`config.mk`:
```
export PLATFORM = sky130hd
export DESIGN_NAME = spl_top
export DESIGN_NICKNAME = d
export VERILOG_FILES = /design/src/rtl/spl_top.v /design/src/rtl/spl_chan.v
export VERILOG_INCLUDE_DIRS = /design/src /design/src/rtl
export SDC_FILE = /design/constraint.sdc
export NUM_CORES = 1
export LEC_CHECK = 0
export BUFFER_PORTS_ARGS = -buffer_cell sky130_fd_sc_hd__buf_4
export CORE_MARGIN = 2
export CORE_UTILIZATION = 35
export CTS_CLUSTER_SIZE = 30
export DETAILED_ROUTE_END_ITERATION = 12
export PLACE_DENSITY = 0.64
export RECOVER_POWER = 100
export SKIP_CTS_REPAIR_TIMING = 1
export SLEW_MARGIN = 20
export SYNTH_ARGS = -nofsm -noshare
export SYNTH_HDL_FRONTEND = slang
export SYNTH_SLANG_ARGS = --single-unit
export TNS_END_PERCENT = 20
```
`constraint.sdc`:
```
create_clock -name clk_i -period 2.9 [get_ports clk_i]
set_clock_uncertainty 0.2 [all_clocks]
set_input_delay 0.29 -clock clk_i [delete_from_list [all_inputs] [get_ports clk_i]]
set_output_delay 0.29 -clock clk_i [all_outputs]
set_load 0.01 [all_outputs]
```
`src/rtl/spl_defines.vh`:
```
`ifndef SPL_DEFINES_VH
`define SPL_DEFINES_VH

// ==========================================================
// register offsets (byte addresses)
// ==========================================================
`define SPL_OFS_CTRL      12'h000
`define SPL_OFS_ENBUS     12'h004
`define SPL_OFS_STATUS    12'h008
`define SPL_OFS_PINS      12'h00C
`define SPL_OFS_LOSS      12'h010

// ==========================================================
// control register fields
// ==========================================================
`define SPL_CTRL_SEL_LSB  0
`define SPL_CTRL_SEL_MSB  3
`define SPL_CTRL_LOOP     4
`define SPL_CTRL_GATE     5
`define SPL_CTRL_LVL_LSB  8
`define SPL_CTRL_LVL_MSB  9

// ==========================================================
// status register fields
// ==========================================================
`define SPL_STAT_PWR_LSB  0
`define SPL_STAT_PWR_MSB  7
`define SPL_STAT_SV_LSB   8
`define SPL_STAT_SV_MSB   11
`define SPL_STAT_LOOP     12
`define SPL_STAT_GATE     13

// ==========================================================
// reset values
// ==========================================================
`define SPL_RST_SEL       4'hF
`define SPL_RST_LOOP      1'h0
`define SPL_RST_GATE      1'h0
`define SPL_RST_LVL       2'h1
`define SPL_RST_ENBUS     8'h00
`define SPL_RST_HELD      8'h00

// ==========================================================
// signal detect level codes and amplitude thresholds
// ==========================================================
`define SPL_LVL_LOW       2'h0
`define SPL_LVL_MID       2'h1
`define SPL_LVL_HIGH      2'h2
`define SPL_THR_LOW       8'h20
`define SPL_THR_MID       8'h40
`define SPL_THR_HIGH      8'h80

`endif

```
`src/rtl/spl_top.v`:
```
// Implementation choices: the APB register port and the placing of the registers.

`include "spl_defines.vh"

`default_nettype none

module spl_top (
  input  wire        clk_i,
  input  wire        srst_i,
  // apb slave
  input  wire        psel_i,
  input  wire        penable_i,
  input  wire        pwrite_i,
  input  wire [11:0] paddr_i,
  input  wire [31:0] pwdata_i,
  output reg  [31:0] prdata_o,
  output reg         pready_o,
  output reg         pslverr_o,
  // serial pins, sampled as bit streams
  input  wire [3:0]  primary_serial_in_i,
  input  wire [3:0]  secondary_serial_in_i,
  // internal transmit streams and amplitude monitors
  input  wire [3:0]  tx_serial_i,
  input  wire [31:0] rx_amplitude_i,
  // to the recovery circuits and the drivers
  output wire [3:0]  clock_data_recovery_in_o,
  output wire [3:0]  primary_serial_out_o,
  output wire [3:0]  secondary_serial_out_o,
  output wire [3:0]  primary_driver_power_o,
  output wire [3:0]  secondary_driver_power_o,
  output wire [3:0]  signal_valid_o
);

  // ==========================================================
  // pin synchronisers
  // ==========================================================
  reg  [3:0] pri_meta_q;
  reg  [3:0] pri_sync_q;
  reg  [3:0] sec_meta_q;
  reg  [3:0] sec_sync_q;

  always @(posedge clk_i) begin
    if (srst_i) begin
      pri_meta_q <= 4'h0;
      pri_sync_q <= 4'h0;
      sec_meta_q <= 4'h0;
      sec_sync_q <= 4'h0;
    end else begin
      pri_meta_q <= primary_serial_in_i;
      pri_sync_q <= pri_meta_q;
      sec_meta_q <= secondary_serial_in_i;
      sec_sync_q <= sec_meta_q;
    end
  end

  // ==========================================================
  // control registers
  // ==========================================================
  reg  [3:0] rx_input_select_q;
  reg        all_port_loopback_q;
  reg        out_enable_latch_gate_q;
  reg  [1:0] signal_detect_level_select_q;
  reg  [7:0] shared_enable_bus_q;
  reg  [7:0] held_enable_q;
  reg  [3:0] loss_seen_q;

  wire [3:0] rx_input_select_ch_a;
  wire       acc_w;
  wire       wr_w;
  wire       hit_ctrl_w;
  wire       hit_enbus_w;
  wire       hit_loss_w;

  assign rx_input_select_ch_a = rx_input_select_q;
  assign acc_w       = psel_i & penable_i & pready_o;
  assign wr_w        = acc_w & pwrite_i;
  assign hit_ctrl_w  = (paddr_i == `SPL_OFS_CTRL);
  assign hit_enbus_w = (paddr_i == `SPL_OFS_ENBUS);
  assign hit_loss_w  = (paddr_i == `SPL_OFS_LOSS);

  // writes land on the access edge; the new level drives the paths
  // on the following edge (the detect level one edge later, through thr_q), no pin sampling delay in between
  always @(posedge clk_i) begin
    if (srst_i) begin
      rx_input_select_q            <= `SPL_RST_SEL;
      all_port_loopback_q          <= `SPL_RST_LOOP;
      out_enable_latch_gate_q      <= `SPL_RST_GATE;
      signal_detect_level_select_q <= `SPL_RST_LVL;
      shared_enable_bus_q          <= `SPL_RST_ENBUS;
    end else if (wr_w) begin
      if (hit_ctrl_w) begin
        rx_input_select_q <= pwdata_i[`SPL_CTRL_SEL_MSB:`SPL_CTRL_SEL_LSB];
        all_port_loopback_q          <= pwdata_i[`SPL_CTRL_LOOP];
        out_enable_latch_gate_q      <= pwdata_i[`SPL_CTRL_GATE];
        signal_detect_level_select_q <= pwdata_i[`SPL_CTRL_LVL_MSB:`SPL_CTRL_LVL_LSB];
      end
      if (hit_enbus_w) begin
        shared_enable_bus_q <= pwdata_i[7:0];
      end
    end
  end

  // ==========================================================
  // output enable latch
  // ==========================================================
  // the held copy follows the bus while the gate is open, so on
  // the falling gate it keeps the last bus value seen before it
  always @(posedge clk_i) begin
    if (srst_i) begin
      held_enable_q <= `SPL_RST_HELD;
    end else if (out_enable_latch_gate_q) begin
      held_enable_q <= shared_enable_bus_q;
    end
  end

  wire [7:0] drv_en_w;
  assign drv_en_w = out_enable_latch_gate_q ? shared_enable_bus_q
                                            : held_enable_q;

  // ==========================================================
  // amplitude threshold select
  // ==========================================================
  reg  [7:0] thr_q;

  always @(posedge clk_i) begin
    if (srst_i) begin
      thr_q <= `SPL_THR_MID;
    end else begin
      case (signal_detect_level_select_q)
        `SPL_LVL_LOW:  thr_q <= `SPL_THR_LOW;
        `SPL_LVL_HIGH: thr_q <= `SPL_THR_HIGH;
        default:       thr_q <= `SPL_THR_MID;
      endcase
    end
  end

  // ==========================================================
  // channels
  // ==========================================================
  genvar gi;
  generate
    for (gi = 0; gi < 4; gi = gi + 1) begin : g_chan
      spl_chan u_chan (
        .clk_i       (clk_i),
        .srst_i      (srst_i),
        .pri_in_i    (pri_sync_q[gi]),
        .sec_in_i    (sec_sync_q[gi]),
        .tx_bit_i    (tx_serial_i[gi]),
        .sel_i       (rx_input_select_ch_a[gi]),
        .loop_i      (all_port_loopback_q),
        .en_pri_i    (drv_en_w[2*gi]),
        .en_sec_i    (drv_en_w[2*gi+1]),
        .amp_i       (rx_amplitude_i[8*gi+7:8*gi]),
        .thr_i       (thr_q),
        .cdr_in_o    (clock_data_recovery_in_o[gi]),
        .out_pri_o   (primary_serial_out_o[gi]),
        .out_sec_o   (secondary_serial_out_o[gi]),
        .pwr_pri_o   (primary_driver_power_o[gi]),
        .pwr_sec_o   (secondary_driver_power_o[gi]),
        .sig_valid_o (signal_valid_o[gi])
      );
    end
  endgenerate

  // ==========================================================
  // loss of signal history
  // ==========================================================
  // sticky: a loss in the same cycle as a write-one clear survives
  wire [3:0] loss_clr_w;
  assign loss_clr_w = (wr_w & hit_loss_w) ? pwdata_i[3:0] : 4'h0;

  always @(posedge clk_i) begin
    if (srst_i) begin
      loss_seen_q <= 4'h0;
    end else begin
      loss_seen_q <= (loss_seen_q & ~loss_clr_w) | ~signal_valid_o;
    end
  end

  // ==========================================================
  // apb read mux and handshake
  // ==========================================================
  reg  [31:0] rd_d;
  reg         err_d;

  always @* begin
    rd_d  = 32'h0000_0000;
    err_d = 1'b0;
    case (paddr_i)
      `SPL_OFS_CTRL: begin
        rd_d[`SPL_CTRL_SEL_MSB:`SPL_CTRL_SEL_LSB] = rx_input_select_q;
        rd_d[`SPL_CTRL_LOOP]                      = all_port_loopback_q;
        rd_d[`SPL_CTRL_GATE]                      = out_enable_latch_gate_q;
        rd_d[`SPL_CTRL_LVL_MSB:`SPL_CTRL_LVL_LSB] = signal_detect_level_select_q;
      end
      `SPL_OFS_ENBUS: begin
        rd_d[7:0] = shared_enable_bus_q;
      end
      `SPL_OFS_STATUS: begin
        rd_d[`SPL_STAT_PWR_MSB:`SPL_STAT_PWR_LSB] = drv_en_w;
        rd_d[`SPL_STAT_SV_MSB:`SPL_STAT_SV_LSB]   = signal_valid_o;
        rd_d[`SPL_STAT_LOOP]                      = all_port_loopback_q;
        rd_d[`SPL_STAT_GATE]                      = out_enable_latch_gate_q;
      end
      `SPL_OFS_PINS: begin
        rd_d[3:0] = pri_sync_q;
        rd_d[7:4] = sec_sync_q;
      end
      `SPL_OFS_LOSS: begin
        rd_d[3:0] = loss_seen_q;
      end
      default: begin
        err_d = 1'b1;
      end
    endcase
  end

  // one access cycle: pready rises the edge after setup, drops after
  always @(posedge clk_i) begin
    if (srst_i) begin
      pready_o  <= 1'b0;
      pslverr_o <= 1'b0;
      prdata_o  <= 32'h0000_0000;
    end else if (psel_i & ~penable_i) begin
      pready_o  <= 1'b1;
      pslverr_o <= err_d;
      prdata_o  <= pwrite_i ? 32'h0000_0000 : rd_d;
    end else begin
      pready_o  <= 1'b0;
      pslverr_o <= 1'b0;
      prdata_o  <= 32'h0000_0000;
    end
  end

endmodule

`default_nettype wire

```
`src/rtl/spl_chan.v`:
```
`default_nettype none

// ==========================================================
// one channel: receive input choice, loopback, two drivers
// ==========================================================
module spl_chan (
  input  wire       clk_i,
  input  wire       srst_i,
  input  wire       pri_in_i,
  input  wire       sec_in_i,
  input  wire       tx_bit_i,
  input  wire       sel_i,
  input  wire       loop_i,
  input  wire       en_pri_i,
  input  wire       en_sec_i,
  input  wire [7:0] amp_i,
  input  wire [7:0] thr_i,
  output reg        cdr_in_o,
  output reg        out_pri_o,
  output reg        out_sec_o,
  output reg        pwr_pri_o,
  output reg        pwr_sec_o,
  output reg        sig_valid_o
);

  reg cdr_d;
  reg out_pri_d;
  reg out_sec_d;

  always @* begin
    // loopback wins over both external inputs
    if (loop_i) begin
      cdr_d = tx_bit_i;
    end else if (sel_i) begin
      cdr_d = pri_in_i;
    end else begin
      cdr_d = sec_in_i;
    end
    // a powered-down driver is parked low
    out_pri_d = en_pri_i & (loop_i | tx_bit_i);
    out_sec_d = en_sec_i & (loop_i | tx_bit_i);
  end

  always @(posedge clk_i) begin
    if (srst_i) begin
      cdr_in_o    <= 1'b0;
      out_pri_o   <= 1'b0;
      out_sec_o   <= 1'b0;
      pwr_pri_o   <= 1'b0;
      pwr_sec_o   <= 1'b0;
      sig_valid_o <= 1'b0;
    end else begin
      cdr_in_o    <= cdr_d;
      out_pri_o   <= out_pri_d;
      out_sec_o   <= out_sec_d;
      pwr_pri_o   <= en_pri_i;
      pwr_sec_o   <= en_sec_i;
      sig_valid_o <= (amp_i >= thr_i);
    end
  end

endmodule

`default_nettype wire

```
==> results_dict.tcl <==
set metrics [dict create \
    synthSimpleGateAreaFrac 0.2011 \
    setup_slack_ns 0.6977 \
    rows 36 \
    violations "negative hold slack" \
    vdd_ir_drop_max_v 0.0002922 \
    synth_top_family_by_area "simple AND/OR/NAND/NOR gates" \
    post_drt_via_cell_ratio 4.749 \
    antenna_found_initial 0 \
    p_leak_nw 1.802 \
    muxShareOfSynthArea 0.05922 \
    synth_xor_area_frac 0 \
    top_layer_used "met4" \
    hold_violations 3 \
    multi_input_area_mm2 0.001598 \
    synth_compound_area_frac 0.1261 \
    place_hpwl_um 6823 \
    setup_violations 0 \
    cp.required_ns 2.95 \
    switching_share 0.2338 \
    io_pins 151 \
    grt-ovfl-total 0 \
    initial_core_util 0.3637 \
    period_share 0.7594 \
    synth_area_leaders "dfxtp_1 44%, buf_4 9.0%, mux2i_1 5.6%" \
    clk_latency_ns 0.35 \
    setup.worst_path.start "srst_i" \
    routed_wl_um 9057 \
    first_pass_iters 4 \
    numCtsBuffers 9 \
    preCtsSetupSlack_ns 0.7142 \
    switching_power_uw 518.8 \
    path_class "input pin to flop" \
    grt_max_degree 45 \
    yosys_warnings 0 \
    holdCritStartpoint "pwdata_i[8]" \
    area_growth_pct 23.41 \
    yosys.area.top_type "dfxtp_1" \
    setup-tns-final_ns 0 \
    synth_cell_types 42 \
    cp-start-kind "input pin" \
    gr-usage-all-layers 0.1684 \
    cts_root_buffer "clkbuf_8" \
    portBuffers 110 \
    final_layout_size_suffix_gt1_frac 0.2004 \
    yosys.area_share.adder 0.04205 \
    cp.arrival_ns 2.25 \
    grt_pass1_vias 2851 \
    ff_latch_area_mm2 0.001582 \
    die_w_um 105.0 \
    cts_tree "yes" \
    fillCellCount 1040 \
    power_frac_comb 0.088 \
    n_antenna_cell 0 \
    worst_hold_slack_ns -0.01405 \
    outcome "finished with violations" \
    power_frac_seq 0.502 \
    post_drt_wl_per_cell_um 14.68 \
    synth_edf_count 0 \
    clockPowerShare 0.409 \
    dr_wl_met2_um 4341 \
    cts_max_level 3 \
    ys_ff_latch 79 \
    cts_num_sinks 79 \
    rsz0062_at_grt "false" \
    cap_violations 0 \
    place.gp.congestion 0.8593 \
    hold_class "input pin to flop" \
    slew_headroom 0.3521 \
    fmax_ghz 0.4541 \
    synth_commonest_cells "79 x dfxtp_1, 43 x buf_4, 37 x nor2_1" \
    vias 2930 \
    async_flop_share 0 \
    crit_fanout 44 \
    nets 584 \
    drc 0 \
    powerDensity_mw_per_mm2 503.5 \
    antenna_left 0 \
    rr_startpoint "thr_q[5]" \
    synth-main-ff-cell "dfxtp_1" \
    yosys.area.top_type_share 0.4429 \
    fp.coreArea_mm2 0.009819 \
    dieArea_mm2 0.01103 \
    fp.dieH_um 105.0 \
    drt_iter0_markers 242 \
    cp-end-kind "flop" \
    clk_pin_slew_ns 0.08 \
    slew_viol_final 0 \
    grt_pass1_wl_um 14570 \
    period_minus_slack_ns 2.202 \
    p_int_mw 1.700 \
    synth.cell_area_mm2 0.003571 \
    ys_seq_area_frac 0.4429 \
    syn_area_per_cell_um2 9.203 \
    synth.most_common_cell "dfxtp_1" \
    wl_met1_um 3899 \
    postSynthCellCount 388 \
    clockBufferDepth 2 \
    worst_pin_slew_ns 0.9719 \
    met3WireLength_um 659 \
]
## power groups by stage
stage               clock, mW  combinational, mW  sequential, mW
finish                  0.908              0.196            1.11
floorplan                   0              0.112            1.14
global placement            0              0.187            1.14
CTS                     0.926              0.192            1.12
global route            0.979              0.214            1.12
detailed placement          0              0.192            1.14
## worst paths after layout
kind / endpoint / slack [ns] / cells after the start
worst max-delay path: prdata_o[12] / 0.70 / 7
worst max register to register: g_chan[2].u_chan.sig_valid_o / 0.86 / 5
worst min-delay path: signal_detect_level_select_q[0] / -0.01 / 3
worst min register to register: sec_sync_q[1] / 0.24 / 1
## cell type report
type	count	share of cell area
Clock buffer	10	0.02896
Clock inverter	6	0.02101
Inverter	15	0.01278
Multi-Input combinational cell	251	0.3626
Sequential cell	79	0.3589
Tap cell	133	0.03776
Timing Repair Buffer	123	0.1780
## cells in the final DEF, fill, tap and decap left out, drive strengths merged
cell / n
a211o: 4
a211oi: 4
a21oi: 19
a22oi: 3
a32oi: 1
and2: 6
and3: 3
and4: 2
buf: 62
bufinv: 2
clkbuf: 62
clkinv: 1
clkinvlp: 1
conb: 18
dfxtp: 79
dlygate4sd3: 9
ha: 12
inv: 17
mux2: 1
mux2i: 20
nand2: 8
nand2b: 6
nand3: 8
nand4: 2
nor2: 37
nor2b: 24
nor3: 18
nor4: 3
nor4b: 2
o21ai: 20
o21bai: 4
o221a: 1
o31ai: 12
o32a: 1
o32ai: 2
or2: 3
or3b: 1
or4: 1
or4b: 5
## worst max-delay path, stage by stage
cell	delay (ns)
clkbuf_1	0.70
buf_4	0.56
nor2_1	0.09
nand2_1	0.14
nor4_1	0.07
clkbuf_1	0.18
and2_1	0.18
## state kept, by name, indices dropped and copies added (netlist names), 2 cells and up
register                      flops
pri_sync_q                        4
held_enable_q                     8
g_chan.u_chan.cdr_in_o            4
pri_meta_q                        4
thr_q                             3
g_chan.u_chan.out_pri_o           4
g_chan.u_chan.sig_valid_o         4
prdata_o                         14
sec_sync_q                        4
loss_seen_q                       4
g_chan.u_chan.out_sec_o           4
rx_input_select_ch_a              4
sec_meta_q                        4
shared_enable_bus_q               8
signal_detect_level_select_q      2
## metrics by stage
step | cells | util | area [um2] | total power, mW
6_report | 617 | 0.4488 | 4407 | 2.219
5_1_grt | 617 | 0.4488 | 4407 | 2.311
4_1_cts | 608 | 0.4560 | 4478 | 2.233
3_5_place_dp | 592 | 0.4336 | 4258 | 1.332
3_3_place_gp | 592 | 0.4336 | 4258 | 1.328
2_1_floorplan | 405 | - | 3635 | 1.250
## cells by family after synthesis
family | Yosys count
AOI/OAI and AO/OA | 71
buffers and inverters | 75
adders and majority gates | 12
and+or+nand+nor | 129
DFF | 79
muxes | 21
other | 1
## routing by layer
metal | track usage | vias to the layer above
met3 | 0.03618 | 15
li1 | - | 1465
met1 | 0.2177 | 1336
met4 | 0.07619 | 0
met5 | 0 | -
met2 | 0.2686 | 114
Note: power is estimated with default switching activity, not from simulation.
